[src/inc/lmf_pkg.sv]
// constants and types shared by the led matrix scan and font controller
package lmf_pkg;

  // ---------------------------------------------------------------
  // register addresses (7-bit command field)
  // ---------------------------------------------------------------
  localparam logic [6:0] ADDR_NOOP = 7'h00;
  localparam logic [6:0] ADDR_INTENSITY10 = 7'h01;
  localparam logic [6:0] ADDR_INTENSITY32 = 7'h02;
  localparam logic [6:0] ADDR_SCAN_LIMIT = 7'h03;
  localparam logic [6:0] ADDR_CONFIG = 7'h04;
  localparam logic [6:0] ADDR_GLYPH_PORT = 7'h05;
  localparam logic [6:0] ADDR_PLANE0_BASE = 7'h20;
  localparam logic [6:0] ADDR_PLANE1_BASE = 7'h40;
  localparam logic [7:0] CMD_GLYPH_READ = 8'h85;

  // ---------------------------------------------------------------
  // configuration field positions
  // ---------------------------------------------------------------
  localparam int CFG_SHUTDOWN_BIT = 0;
  localparam int CFG_FAST_BIT = 2;
  localparam int CFG_BLINK_EN_BIT = 3;
  localparam int CFG_SYNC_BIT = 4;
  localparam int CFG_CLEAR_BIT = 5;
  localparam int CFG_PHASE_BIT = 7;

  // ---------------------------------------------------------------
  // reset values
  // ---------------------------------------------------------------
  localparam logic [7:0] DIGIT_RESET = 8'h20;
  localparam logic [7:0] DIGIT_CLEARED = 8'h00;
  localparam logic [7:0] INTENSITY_RESET = 8'h00;

  // ---------------------------------------------------------------
  // glyph ram and pointer
  // ---------------------------------------------------------------
  localparam int GLYPH_ENTRIES = 120;
  localparam logic [7:0] PTR_FIRST = 8'h80;
  localparam logic [7:0] PTR_LAST = 8'hf7;
  localparam logic [2:0] CODE_BANK0 = 3'h0;
  localparam logic [2:0] CODE_BANK1 = 3'h1;
  localparam logic [4:0] BANK1_BASE = 5'h10;
  localparam int CODE_BANK1_TOP = 7;

  // ---------------------------------------------------------------
  // scan and blink timing, in mux clock edges
  // ---------------------------------------------------------------
  localparam int SCAN_DIVIDE = 5600;
  localparam int PAIR_SLOT = SCAN_DIVIDE / 2;
  localparam int PWM_STEPS = 16;
  localparam int PWM_STEP_LEN = PAIR_SLOT / PWM_STEPS;
  localparam logic [3:0] PWM_BLANK_STEP = 4'hf;
  localparam int BLINK_SLOW_HALF = 4000000;
  localparam int BLINK_FAST_HALF = 2000000;
  localparam int FRAME_BITS = 16;

  // ---------------------------------------------------------------
  // types
  // ---------------------------------------------------------------
  typedef struct packed {
    logic blink_en;
    logic fast;
    logic shutdown_n;
  } lmf_cfg_t;

  typedef struct packed {
    logic user;
    logic [4:0] glyph;
    logic inverse;
    logic [6:0] code;
  } lmf_char_t;

endpackage

[src/lmf_ctrl.sv]
// led matrix scan, blink, intensity and user glyph controller
// Notes on behaviour
// clear flag written one clears both planes of all digits at select rise
// config read returns blink phase in top bit, one during plane zero
// codes 0x00-0x0f map glyphs 0-15, 0x10-0x17 map glyphs 16-23
// scan rate is mux clock divided by 5600
// scan and blink timing come only from the mux clock pin
// host shifts config through chain, then toggles select for all devices
// blink pin high during plane zero period, low during plane one
// read command 0x85 returns glyph entry, top bit zero, then advances pointer
// write 0x00-0x7f to glyph port stores entry, then advances pointer
// write 0x80-0xff to glyph port loads pointer instead
// pointer 0x80-0xf6 advances by one after each entry access
// access at pointer 0xf7 wraps pointer to 0x80
// pointer load of 0xf8-0xff sets pointer to 0x80
// digits 0 and 1 driven together, then digits 2 and 3
// one scan limit bit: clear scans first pair, set scans both
// host changes scan limit only during shutdown
// four brightness modulators, one nibble each of two intensity registers
// duty 1/16 to 15/16, at least 1/16 blanked per slot
// no-op register write changes nothing
// blink disabled uses plane zero data only
// blink enabled combines plane bits per half period
// low seven bits select character, top bit selects inverse
// sync flag resets blink counters and scan sequence at select rise
// access framed by one select low period, write applied at select rise
`timescale 1ns/10ps
module lmf_ctrl #(
  parameter int SLOW_HALF = lmf_pkg::BLINK_SLOW_HALF,
  parameter int FAST_HALF = lmf_pkg::BLINK_FAST_HALF
) (
  // clock and reset
  input wire logic core_clk_i,
  input wire logic rst_i,
  // serial port pins
  input wire logic cs_n_i,
  input wire logic sclk_i,
  input wire logic din_i,
  output logic dout_o,
  // mux clock pin
  input wire logic mux_clock_pin_i,
  // display drive
  output logic [3:0] digit_en_o,
  output lmf_pkg::lmf_char_t [3:0] digit_char_o,
  output logic blink_o
);

  // -------------------------------------------------------------
  // pin synchronisers
  // -------------------------------------------------------------
  logic [1:0] cs_sync_q;
  logic [1:0] sclk_sync_q;
  logic [1:0] din_sync_q;
  logic [1:0] mux_sync_q;
  logic cs_last_q;
  logic sclk_last_q;
  logic mux_last_q;

  always_ff @(posedge core_clk_i) begin
    if (rst_i) begin
      cs_sync_q <= 2'h3;
      sclk_sync_q <= 2'h0;
      din_sync_q <= 2'h0;
      mux_sync_q <= 2'h0;
      cs_last_q <= 1'b1;
      sclk_last_q <= 1'b0;
      mux_last_q <= 1'b0;
    end else begin
      cs_sync_q <= {cs_sync_q[0], cs_n_i};
      sclk_sync_q <= {sclk_sync_q[0], sclk_i};
      din_sync_q <= {din_sync_q[0], din_i};
      mux_sync_q <= {mux_sync_q[0], mux_clock_pin_i};
      cs_last_q <= cs_sync_q[1];
      sclk_last_q <= sclk_sync_q[1];
      mux_last_q <= mux_sync_q[1];
    end
  end

  logic cs_low;
  logic cs_rise;
  logic sclk_rise;
  logic sclk_fall;
  logic mux_tick;
  assign cs_low = !cs_sync_q[1];
  assign cs_rise = cs_sync_q[1] && !cs_last_q;
  assign sclk_rise = cs_low && sclk_sync_q[1] && !sclk_last_q;
  assign sclk_fall = cs_low && !sclk_sync_q[1] && sclk_last_q;
  assign mux_tick = mux_sync_q[1] && !mux_last_q;

  // -------------------------------------------------------------
  // serial frame
  // -------------------------------------------------------------
  typedef enum logic [3:0] {
    LMF_IDLE = 4'b0001,
    LMF_ADDR = 4'b0010,
    LMF_DATA = 4'b0100,
    LMF_DONE = 4'b1000
  } lmf_state_t;

  lmf_state_t state_q;
  logic [4:0] bit_cnt_q;
  logic [15:0] shift_q;
  logic [7:0] out_q;

  always_ff @(posedge core_clk_i) begin
    if (rst_i) begin
      state_q <= LMF_IDLE;
      bit_cnt_q <= 5'h00;
      shift_q <= 16'h0000;
    end else if (!cs_low) begin
      state_q <= LMF_IDLE;
      bit_cnt_q <= 5'h00;
    end else if (sclk_rise) begin
      shift_q <= {shift_q[14:0], din_sync_q[1]};
      bit_cnt_q <= bit_cnt_q + 5'h01;
      unique case (state_q)
        LMF_IDLE: state_q <= LMF_ADDR;
        LMF_ADDR: state_q <= (bit_cnt_q == 5'h07) ? LMF_DATA : LMF_ADDR;
        LMF_DATA: state_q <= (bit_cnt_q == 5'h0f) ? LMF_DONE : LMF_DATA;
        LMF_DONE: state_q <= LMF_DONE;
      endcase
    end
  end

  logic frame_ok;
  logic [7:0] fr_addr;
  logic [7:0] fr_data;
  logic wr_go;
  logic rd_go;
  assign frame_ok = (state_q == LMF_DONE) && (bit_cnt_q == 5'(16));
  assign fr_addr = shift_q[15:8];
  assign fr_data = shift_q[7:0];
  assign wr_go = cs_rise && frame_ok && !fr_addr[7];
  assign rd_go = cs_rise && frame_ok && fr_addr[7];

  // -------------------------------------------------------------
  // control registers
  // -------------------------------------------------------------
  lmf_pkg::lmf_cfg_t cfg_q;
  logic [7:0] int10_q;
  logic [7:0] int32_q;
  logic scan_lim_q;
  logic [7:0] plane0_q [4];
  logic [7:0] plane1_q [4];
  logic do_clear;
  logic do_sync;

  assign do_clear = wr_go && (fr_addr[6:0] == lmf_pkg::ADDR_CONFIG) &&
    fr_data[lmf_pkg::CFG_CLEAR_BIT];
  assign do_sync = wr_go && (fr_addr[6:0] == lmf_pkg::ADDR_CONFIG) &&
    fr_data[lmf_pkg::CFG_SYNC_BIT];

  // no-op and unknown addresses take the empty default branch here
  always_ff @(posedge core_clk_i) begin
    if (rst_i) begin
      cfg_q <= '0;
      int10_q <= lmf_pkg::INTENSITY_RESET;
      int32_q <= lmf_pkg::INTENSITY_RESET;
      scan_lim_q <= 1'b0;
    end else if (wr_go) begin
      unique case (fr_addr[6:0])
        lmf_pkg::ADDR_CONFIG: begin
          cfg_q.shutdown_n <= fr_data[lmf_pkg::CFG_SHUTDOWN_BIT];
          cfg_q.fast <= fr_data[lmf_pkg::CFG_FAST_BIT];
          cfg_q.blink_en <= fr_data[lmf_pkg::CFG_BLINK_EN_BIT];
        end
        lmf_pkg::ADDR_INTENSITY10: int10_q <= fr_data;
        lmf_pkg::ADDR_INTENSITY32: int32_q <= fr_data;
        lmf_pkg::ADDR_SCAN_LIMIT: scan_lim_q <= fr_data[0];
        default: begin
        end
      endcase
    end
  end

  generate
    for (genvar g = 0; g < 4; g++) begin : g_digit
      always_ff @(posedge core_clk_i) begin
        if (rst_i) begin
          plane0_q[g] <= lmf_pkg::DIGIT_RESET;
          plane1_q[g] <= lmf_pkg::DIGIT_RESET;
        end else if (do_clear) begin
          plane0_q[g] <= lmf_pkg::DIGIT_CLEARED;
          plane1_q[g] <= lmf_pkg::DIGIT_CLEARED;
        end else if (wr_go) begin
          if (fr_addr[6:0] == lmf_pkg::ADDR_PLANE0_BASE + 7'(g))
            plane0_q[g] <= fr_data;
          if (fr_addr[6:0] == lmf_pkg::ADDR_PLANE1_BASE + 7'(g))
            plane1_q[g] <= fr_data;
        end
      end
    end
  endgenerate

  // -------------------------------------------------------------
  // glyph ram and pointer
  // -------------------------------------------------------------
  logic [6:0] glyph_ram [lmf_pkg::GLYPH_ENTRIES];
  logic [7:0] ptr_q;
  logic [6:0] ram_idx;
  logic glyph_wr;
  logic glyph_rd;
  logic glyph_ld;

  assign ram_idx = 7'(ptr_q - lmf_pkg::PTR_FIRST);
  assign glyph_wr = wr_go && (fr_addr[6:0] == lmf_pkg::ADDR_GLYPH_PORT) &&
    !fr_data[7];
  assign glyph_ld = wr_go && (fr_addr[6:0] == lmf_pkg::ADDR_GLYPH_PORT) &&
    fr_data[7];
  assign glyph_rd = rd_go && (fr_addr == lmf_pkg::CMD_GLYPH_READ);

  function automatic logic [7:0] ptr_next(input logic [7:0] p);
    if (p >= lmf_pkg::PTR_LAST)
      ptr_next = lmf_pkg::PTR_FIRST;
    else
      ptr_next = p + 8'h01;
  endfunction

  always_ff @(posedge core_clk_i) begin
    if (rst_i) begin
      ptr_q <= lmf_pkg::PTR_FIRST;
    end else if (glyph_ld) begin
      if (fr_data > lmf_pkg::PTR_LAST)
        ptr_q <= lmf_pkg::PTR_FIRST;
      else
        ptr_q <= fr_data;
    end else if (glyph_wr || glyph_rd) begin
      ptr_q <= ptr_next(ptr_q);
    end
  end

  always_ff @(posedge core_clk_i) begin
    if (glyph_wr)
      glyph_ram[ram_idx] <= fr_data[6:0];
  end

  // -------------------------------------------------------------
  // read data and serial out
  // -------------------------------------------------------------
  logic phase_plane0_q;
  logic [7:0] rd_word;

  always_comb begin
    rd_word = 8'h00;
    unique case (shift_q[6:0])
      lmf_pkg::ADDR_CONFIG: begin
        rd_word[lmf_pkg::CFG_PHASE_BIT] = phase_plane0_q;
        rd_word[lmf_pkg::CFG_BLINK_EN_BIT] = cfg_q.blink_en;
        rd_word[lmf_pkg::CFG_FAST_BIT] = cfg_q.fast;
        rd_word[lmf_pkg::CFG_SHUTDOWN_BIT] = cfg_q.shutdown_n;
      end
      lmf_pkg::ADDR_GLYPH_PORT: rd_word = {1'b0, glyph_ram[ram_idx]};
      lmf_pkg::ADDR_INTENSITY10: rd_word = int10_q;
      lmf_pkg::ADDR_INTENSITY32: rd_word = int32_q;
      lmf_pkg::ADDR_SCAN_LIMIT: rd_word = {7'h00, scan_lim_q};
      default: begin
        for (int i = 0; i < 4; i++) begin
          if (shift_q[6:0] == lmf_pkg::ADDR_PLANE0_BASE + 7'(i))
            rd_word = plane0_q[i];
          if (shift_q[6:0] == lmf_pkg::ADDR_PLANE1_BASE + 7'(i))
            rd_word = plane1_q[i];
        end
      end
    endcase
  end

  // data loaded after the address byte, shifted out on falling edges
  always_ff @(posedge core_clk_i) begin
    if (rst_i) begin
      out_q <= 8'h00;
      dout_o <= 1'b0;
    end else if (state_q == LMF_DATA && bit_cnt_q == 5'h08 && sclk_fall &&
                 shift_q[7]) begin
      out_q <= {rd_word[6:0], 1'b0};
      dout_o <= rd_word[7];
    end else if (sclk_fall && state_q == LMF_DATA) begin
      out_q <= {out_q[6:0], 1'b0};
      dout_o <= out_q[7];
    end else if (!cs_low) begin
      dout_o <= 1'b0;
    end
  end

  // -------------------------------------------------------------
  // scan sequence and brightness
  // -------------------------------------------------------------
  logic [11:0] slot_cnt_q;
  logic [3:0] pwm_step_q;
  logic [7:0] step_cnt_q;
  logic pair_q;

  always_ff @(posedge core_clk_i) begin
    if (rst_i || do_sync) begin
      slot_cnt_q <= 12'h000;
      step_cnt_q <= 8'h00;
      pwm_step_q <= 4'h0;
      pair_q <= 1'b0;
    end else if (mux_tick) begin
      if (slot_cnt_q == 12'(lmf_pkg::PAIR_SLOT - 1)) begin
        slot_cnt_q <= 12'h000;
        step_cnt_q <= 8'h00;
        pwm_step_q <= 4'h0;
        pair_q <= scan_lim_q && !pair_q;
      end else begin
        slot_cnt_q <= slot_cnt_q + 12'h001;
        if (step_cnt_q == 8'(lmf_pkg::PWM_STEP_LEN - 1)) begin
          step_cnt_q <= 8'h00;
          pwm_step_q <= pwm_step_q + 4'h1;
        end else begin
          step_cnt_q <= step_cnt_q + 8'h01;
        end
      end
    end
  end

  logic [3:0] nib [4];
  assign nib[0] = int10_q[3:0];
  assign nib[1] = int10_q[7:4];
  assign nib[2] = int32_q[3:0];
  assign nib[3] = int32_q[7:4];

  generate
    for (genvar g = 0; g < 4; g++) begin : g_drive
      always_ff @(posedge core_clk_i) begin
        if (rst_i)
          digit_en_o[g] <= 1'b0;
        else
          digit_en_o[g] <= cfg_q.shutdown_n && (pair_q == 1'(g / 2)) &&
            (pwm_step_q <= nib[g]) &&
            (pwm_step_q != lmf_pkg::PWM_BLANK_STEP);
      end
    end
  endgenerate

  // -------------------------------------------------------------
  // blink timing
  // -------------------------------------------------------------
  logic [21:0] blink_cnt_q;
  logic [21:0] half_len;
  assign half_len = cfg_q.fast ? 22'(FAST_HALF - 1) : 22'(SLOW_HALF - 1);

  always_ff @(posedge core_clk_i) begin
    if (rst_i || do_sync) begin
      blink_cnt_q <= 22'h000000;
      phase_plane0_q <= 1'b1;
    end else if (mux_tick) begin
      if (blink_cnt_q >= half_len) begin
        blink_cnt_q <= 22'h000000;
        phase_plane0_q <= !phase_plane0_q;
      end else begin
        blink_cnt_q <= blink_cnt_q + 22'h000001;
      end
    end
  end

  assign blink_o = phase_plane0_q;

  // -------------------------------------------------------------
  // character selection
  // -------------------------------------------------------------
  function automatic lmf_pkg::lmf_char_t map_char(input logic [7:0] c);
    map_char = '0;
    map_char.inverse = c[7];
    map_char.code = c[6:0];
    if (c[6:4] == lmf_pkg::CODE_BANK0) begin
      map_char.user = 1'b1;
      map_char.glyph = {1'b0, c[3:0]};
    end else if (c[6:4] == lmf_pkg::CODE_BANK1 &&
                 c[3:0] <= 4'(lmf_pkg::CODE_BANK1_TOP)) begin
      map_char.user = 1'b1;
      map_char.glyph = lmf_pkg::BANK1_BASE + {2'b00, c[2:0]};
    end
  endfunction

  generate
    for (genvar g = 0; g < 4; g++) begin : g_char
      logic [7:0] shown;
      always_comb begin
        if (!cfg_q.blink_en)
          shown = plane0_q[g];
        else
          shown = (plane0_q[g] & plane1_q[g]) |
            (plane0_q[g] & {8{phase_plane0_q}}) |
            (plane1_q[g] & {8{!phase_plane0_q}});
      end
      always_ff @(posedge core_clk_i) begin
        if (rst_i)
          digit_char_o[g] <= '0;
        else
          digit_char_o[g] <= map_char(shown);
      end
    end
  endgenerate

endmodule // lmf_ctrl

[config.mk]
export PLATFORM = sky130hd
export DESIGN_NAME = lmf_ctrl
export DESIGN_NICKNAME = d
export VERILOG_FILES = /design/src/inc/lmf_pkg.sv /design/src/lmf_ctrl.sv
export SDC_FILE = /design/constraint.sdc
export NUM_CORES = 1
export LEC_CHECK = 0
export BUFFER_PORTS_ARGS = -buffer_cell sky130_fd_sc_hd__buf_2
export CAP_MARGIN = 20
export CELL_PAD_IN_SITES_DETAIL_PLACEMENT = 0
export CELL_PAD_IN_SITES_GLOBAL_PLACEMENT = 1
export CORE_MARGIN = 2
export CORE_UTILIZATION = 55
export CTS_CLUSTER_SIZE = 20
export DETAILED_ROUTE_END_ITERATION = 8
export GPL_TIMING_DRIVEN = 0
export MAX_ROUTING_LAYER = met4
export PLACE_DENSITY_LB_ADDON = 0.1
export SETUP_SLACK_MARGIN = 0.2
export SKIP_CTS_REPAIR_TIMING = 1
export SYNTH_ARGS = -nofsm -noshare
export SYNTH_HDL_FRONTEND = slang
export SYNTH_SLANG_ARGS = --single-unit
[constraint.sdc]
create_clock -name core_clk_i -period 7.65 [get_ports core_clk_i]
set_input_delay 0.765 -clock core_clk_i [delete_from_list [all_inputs] [get_ports core_clk_i]]
set_output_delay 0.765 -clock core_clk_i [all_outputs]
set_load 0.02 [all_outputs]
==> results_dict.tcl, run 1 <==
set metrics [dict create \
    status "finished clean" \
    layout_commonest_cell "edfxtp_1" \
    tns_ns 0 \
    path_clk_slew_ns 0.06 \
    synth_largest_area_cell "edfxtp_1" \
    worst_setup_path_end_kind "flip-flop" \
    clk_path_buf_depth 3 \
    peakVddDrop_uv 261 \
    timing.final.crit_period_ns 5.34 \
    yosysSeqAreaShare_pct 70.1 \
    yosysWarningCount 0 \
    rrSetupSlack_ns 2.31 \
    worst_slew_pin_slew_ns 1.36 \
    rsz0062_at_grt "no" \
    synthCells 2836 \
    p_total_mw 11.9 \
    ys_top_cells_by_area "edfxtp_1 (62%), mux4_2 (9.7%), dfxtp_1 (8.5%), nor2_1 (2.3%), nand2_1 (1.9%)" \
    cp-start-kind "flip-flop" \
    fmaxAchievable_mhz 187 \
    drv_slew 0 \
    critPathRequiredTime_ns 8.22 \
    synth-edff-count 904 \
    cp_common_cell "clkbuf_1" \
    postRouteAntennaNets 0 \
    syn_area_per_cell_um2 15.5 \
    drive_gt1_share_pct 16.9 \
    async_flop_share_pct 0 \
    grt_max_degree 86 \
    place.gp.congestion 0.968 \
    cts_tree "yes" \
    routed_wl_mm 137 \
    critPathMaxStageDelay_ns 0.98 \
    max_cap_violations 0 \
    synth_nets 2874 \
    finalCritPeriodShare_pct 69.9 \
    fin_util_pct 63.1 \
    final_cells 4187 \
    cts-htree-levels 3 \
    vias_per_cell 6.57 \
    drc 0 \
    path_max_fanout 10 \
    grt_antenna_before_repair 3 \
    drtIter0Drc 4113 \
    criticalPathCategory "flip-flop to flip-flop" \
    synth_cell_types 80 \
    synth-main-ff-cell "edfxtp_1" \
    hpwl_mm 92.7 \
    hold_violations 0 \
    grt.total_usage_pct 34.6 \
    slew_headroom_pct 9.47 \
    dpl.cell_count 3980 \
    dieArea_um2 82400 \
    ys_ff_latch 1091 \
    clkSinkCount 1091 \
    final_nets 3082 \
    clk_latency_ns 0.71 \
    num_io_pins 68 \
    area_growth_pct 13.4 \
    grt_overflow 0 \
    die_h_um 287 \
    wire_per_inst_um 32.8 \
    p_leak_nw 16.0 \
    num_rows 103 \
    detail_route.first_pass.iterations 8 \
    netlist_area_um2 44100 \
    clk_root_buffer_cell "clkbuf_16" \
    cts_buffers 109 \
    dr_total_vias 27522 \
    numPortBuffers 67 \
    start_util_pct 55.7 \
    grt_pass1_wl_mm 193 \
    clock_skew_ns 0.0495 \
    powerDensity_nw_per_um2 238 \
    grt_pass1_vias 26831 \
    cp.arrival_ns 5.91 \
    critPathSlowestCell "clkbuf_1" \
    yosysTopAreaCellShare_pct 61.6 \
    path_cells "clkbuf_1, clkbuf_1, clkbuf_1, clkbuf_1, nand2_1, a31oi_1, a21oi_1, or4_1, a311oi_1" \
    chipWidth_um 287 \
    final_cell_mix "edfxtp_1 (904), nor2_1 (265), nand2_1 (220)" \
    hold_path.class "input port to flip-flop" \
    core_um2 79100 \
    finalSetupViolCount 0 \
]
-- state kept, by name (all words and copies together) (netlist names), 8 cells and up, named ones only --
signal / flops
int10_q: 8
shift_q: 16
digit_char_o: 56
step_cnt_q: 8
ptr_q: 8
glyph_ram: 840
slot_cnt_q: 12
blink_cnt_q: 22
plane0_q: 32
int32_q: 8
plane1_q: 32
-- metal layers --
layer	wire length [um]	vias to the layer above	global-route usage, %
met5	0	-	-
met4	9330	0	19.2
met3	14200	461	7.27
met2	63200	1803	52.1
met1	50500	13835	44.3
li1	-	11423	-
-- cell usage after synthesis, drive strengths merged, types with 4 or more instances --
master,number
ha,32
or4b,4
nor3,54
o211ai,14
xor2,28
nand2,220
a21oi,118
edfxtp,904
o31a,4
a311oi,12
nor4,12
nand4,24
o21ai,53
a31oi,19
a211oi,18
and4,9
or2,7
or3,6
mux2,9
mux4,190
nand3b,6
buf,58
a2111oi,7
nand2b,23
o22ai,18
a221o,4
a32oi,4
nor2,265
a41oi,5
a22oi,36
dfxtp,187
nor3b,10
o221ai,6
xnor2,15
inv,35
mux2i,81
nor2b,40
clkbuf,101
a221oi,16
a22o,5
nand3,47
and3,22
and2,64
-- cells by family (layout without fill, tap and decap cells) --
kind of cell               after synthesis  after routing  share of synthesized area (%)
and+or+nand+nor                        826            826                           8.97
muxes                                  280            280                           11.8
other                                    0              2                              0
xor gates and xnor gates                43             43                          0.855
buffers and inverters                  196            495                           1.92
adders and majority gates               32             32                          0.909
AOI/OAI and AO/OA                      368            368                           5.47
DFF                                   1091           1091                           70.1
-- report_power, final --
group	switching, mW	total (mW)	leakage [nW]	internal (mW)
Sequential	0.0174	6.38	9.93	6.36
Clock	2.31	5.44	1.79	3.12
Combinational	0.0514	0.0692	4.32	0.0178
-- per-stage QoR --
step / hold WS, ns / setup WS (ns) / instance area [um^2]
finish: 0.281 / 2.31 / 50000
global route: 0.282 / 2.41 / 50000
CTS: 0.253 / 2.46 / 49900
detailed placement: 0.396 / 2.52 / 46300
global placement: 0.393 / 1.11 / 45700
floorplan: 0.389 / 3.82 / 44100
-- worst max-delay path, delay by kind of cell, from the launching register on --
kind	cells	cell delay, ns
simple gates	2	0.67
buf+inv	4	3.26
compound gates	3	0.95
flops	1	0.31
-- layout make-up --
cell class	count	area [um^2]
Buffer	159	706
Timing Repair Buffer	97	876
Fill cell	5748	29200
Sequential cell	1091	30900
Multi-Input combinational cell	1549	12300
Antenna cell	2	5.00
Clock inverter	60	623
Clock buffer	142	3050
Inverter	37	139
Tap cell	1050	1310
-- path summary, 6_finish.rpt --
| path | to | cells past startpoint | start |
|---|---|---|---|
| worst max-delay path | out_q[1]$_SDFFE_PP0P_ | 9 | flip-flop |
| worst min-delay path | cs_sync_q[0]$_SDFF_PP1_ | 2 | cs_n_i |
| worst max register to register | out_q[1]$_SDFFE_PP0P_ | 9 | flip-flop |
| worst min register to register | cs_sync_q[1]$_SDFF_PP1_ | 1 | cs_sync_q[0]$_SDFF_PP1_ |
Note: power is estimated with default switching activity, not from simulation.
==> run 2: changes to the inputs <==
- CORE_UTILIZATION: 55 -> 54
- clock period: 7.65 -> 5.2 ns (I/O delays scaled with it)
==> run 2 against run 1 <==
Hold slack lost 0.26 ns; sequential cell count is the same; cell area is essentially flat; fmax grew 5.9%; sequential power grew 47%; setup slack lost 2.2 ns; critical path type unchanged; critical endpoint is now out_q[3]$_SDFFE_PP0P_; largest cell class unchanged.
==> results_dict.tcl, run 2 (synthesis results as in run 1) <==
set metrics [dict create \
    criticalPathCategory "flip-flop to flip-flop" \
    cts_tree "yes" \
    num_rows 104 \
    hold_path.class "input port to flip-flop" \
    path_max_fanout 10 \
    reg2reg_to "out_q[3]$_SDFFE_PP0P_" \
    finalCritPeriodShare_pct 97.0 \
    cp-start-kind "flip-flop" \
    power_switching_mw 3.50 \
    largest_reg_flops 840 \
    dieArea_um2 83900 \
    area_growth_pct 13.4 \
    dpl_worst_slack_ns 0.180 \
    top_regs "glyph_ram: 840 flops, digit_char_o: 56 flops" \
    rsz0062_at_grt "no" \
    critPathMaxStageDelay_ns 0.87 \
    critPathRequiredTime_ns 5.78 \
    wire_per_inst_um 32.7 \
    drtIter0Drc 3796 \
    numPortBuffers 67 \
    final_nets 3089 \
    start_util_pct 54.6 \
    drc 0 \
    clock_skew_ns 0.0336 \
    die_h_um 290 \
    whs_ns 0.0198 \
    grt_pass1_vias 26719 \
    clk_latency_ns 0.71 \
    netSwitchingFraction_pct 20.2 \
    critPathSlowestCell "clkdlybuf4s15_1" \
    cts-htree-levels 3 \
    pwr-share-clk_pct 45.2 \
    status "finished clean" \
    hold_violations 0 \
    routed_wl_mm 137 \
    grt_antenna_before_repair 7 \
    p_total_mw 17.3 \
    worst_slew_pin_slew_ns 1.35 \
    place.gp.congestion 0.983 \
    detail_route.first_pass.iterations 6 \
    grt_max_degree 85 \
    hpwl_mm 93.6 \
    slew_headroom_pct 9.91 \
    clk_root_buffer_cell "clkbuf_16" \
    dr_total_vias 27631 \
    whs_path_depth 2 \
    cts_buffers 110 \
    p_leak_nw 16.0 \
    max_cap_violations 0 \
    clk_path_buf_depth 3 \
    clkSinkCount 1091 \
    peakVddDrop_uv 313 \
    fmaxAchievable_mhz 198 \
    cp.arrival_ns 5.62 \
    num_io_pins 68 \
    drv_slew 0 \
    final_cell_mix "edfxtp_1 (904), nor2_1 (265), nand2_1 (220)" \
    p_int_mw 13.8 \
    path_cells "clkbuf_1, clkbuf_1, clkbuf_2, clkdlybuf4s15_1, a221oi_1, o32ai_1, o211ai_1, a31o_2" \
    grt_overflow 0 \
    final.setup.worst_slack_ns 0.154 \
    vias_per_cell 6.56 \
    comb_power_share_pct 0.6 \
    pwr-share-seq_pct 54.3 \
    grt.total_usage_pct 34.2 \
    grt_pass1_wl_mm 194 \
    rrSetupSlack_ns 0.15 \
    layout_commonest_cell "edfxtp_1" \
    cp_common_cell "clkbuf_1" \
    drive_gt1_share_pct 17.0 \
    worstHoldStart "cs_n_i" \
    num-fill-cells 5958 \
    tns_ns 0 \
    worst_setup_path_end_kind "flip-flop" \
    powerDensity_nw_per_um2 346 \
    top_register "glyph_ram" \
    core_um2 80700 \
    worstRegToRegCells 8 \
    finalSetupViolCount 0 \
    chipWidth_um 290 \
    timing.final.crit_period_ns 5.05 \
    hold-path-endpoint "cs_sync_q[0]$_SDFF_PP1_" \
    path_clk_slew_ns 0.07 \
    postRouteAntennaNets 0 \
]
## run 2: changes by cell type in the layout (fill, tap and decap cells not counted), sizes merged
cell,previous run,this run
buf,154,161
bufinv,9,10
clkbuf,244,229
clkdlybuf4s15,0,1
clkinv,48,60
diode,2,7
inv,36,38
## run 2: through the flow
step                area [um^2]  util [%]  instances
detailed placement        46400      57.5       3996
CTS                       49900      61.9       4200
global placement          45700      56.7       3963
floorplan                 44100         -       2836
finish                    50000      62.0       4210
global route              50000      61.9       4208
## run 2: power groups by stage
stage | Clock [mW] | Combinational (mW) | Sequential [mW]
4_1_cts | 7.87 | 0.102 | 9.38
5_1_grt | 8.18 | 0.111 | 9.38
3_3_place_gp | 0 | 0.0996 | 9.57
2_1_floorplan | 0 | 0.0505 | 9.57
6_report | 7.81 | 0.102 | 9.38
3_5_place_dp | 0 | 0.102 | 9.57
## run 2: layout make-up
class | instances | area [um^2] | share of cell area [%]
Antenna cell | 7 | 17.5 | 0.0350
Buffer | 159 | 716 | 1.43
Multi-Input combinational cell | 1549 | 12300 | 24.7
Tap cell | 1060 | 1330 | 2.65
Sequential cell | 1091 | 30900 | 61.9
Timing Repair Buffer | 103 | 975 | 1.95
Clock inverter | 75 | 723 | 1.45
Clock buffer | 129 | 2830 | 5.67
Inverter | 37 | 139 | 0.278
## run 2: how the worst max path moves through the flow
stage | start | end | slack, ns
5_1_grt | flip-flop | out_q[4]$_SDFFE_PP0P_ | 0.37
6_report | flip-flop | out_q[3]$_SDFFE_PP0P_ | 0.15
3_3_place_gp | shift_q[6]$_SDFFE_PP0P_ | out_q[6]$_SDFFE_PP0P_ | -1.32
2_1_floorplan | shift_q[5]$_SDFFE_PP0P_ | out_q[7]$_SDFFE_PP0P_ | 1.37
3_5_place_dp | flip-flop | out_q[6]$_SDFFE_PP0P_ | 0.18
4_1_cts | flip-flop | out_q[6]$_SDFFE_PP0P_ | 0.20
## run 2: layer usage
layer | vias to the layer above | global-route usage, % | wire length [um]
met5 | - | - | 0
met2 | 1757 | 52.0 | 64000
met3 | 381 | 7.45 | 14900
met1 | 14039 | 44.2 | 51400
li1 | 11454 | - | -
met4 | 0 | 16.3 | 7200
## run 2: worst max-delay path, delay by kind of cell (launching register included)
| family | cells | cell delay (ns) |
|---|---|---|
| AO/OA/AOI/OAI | 4 | 1.60 |
| buffers and inverters | 4 | 2.75 |
| flip-flops | 1 | 0.57 |
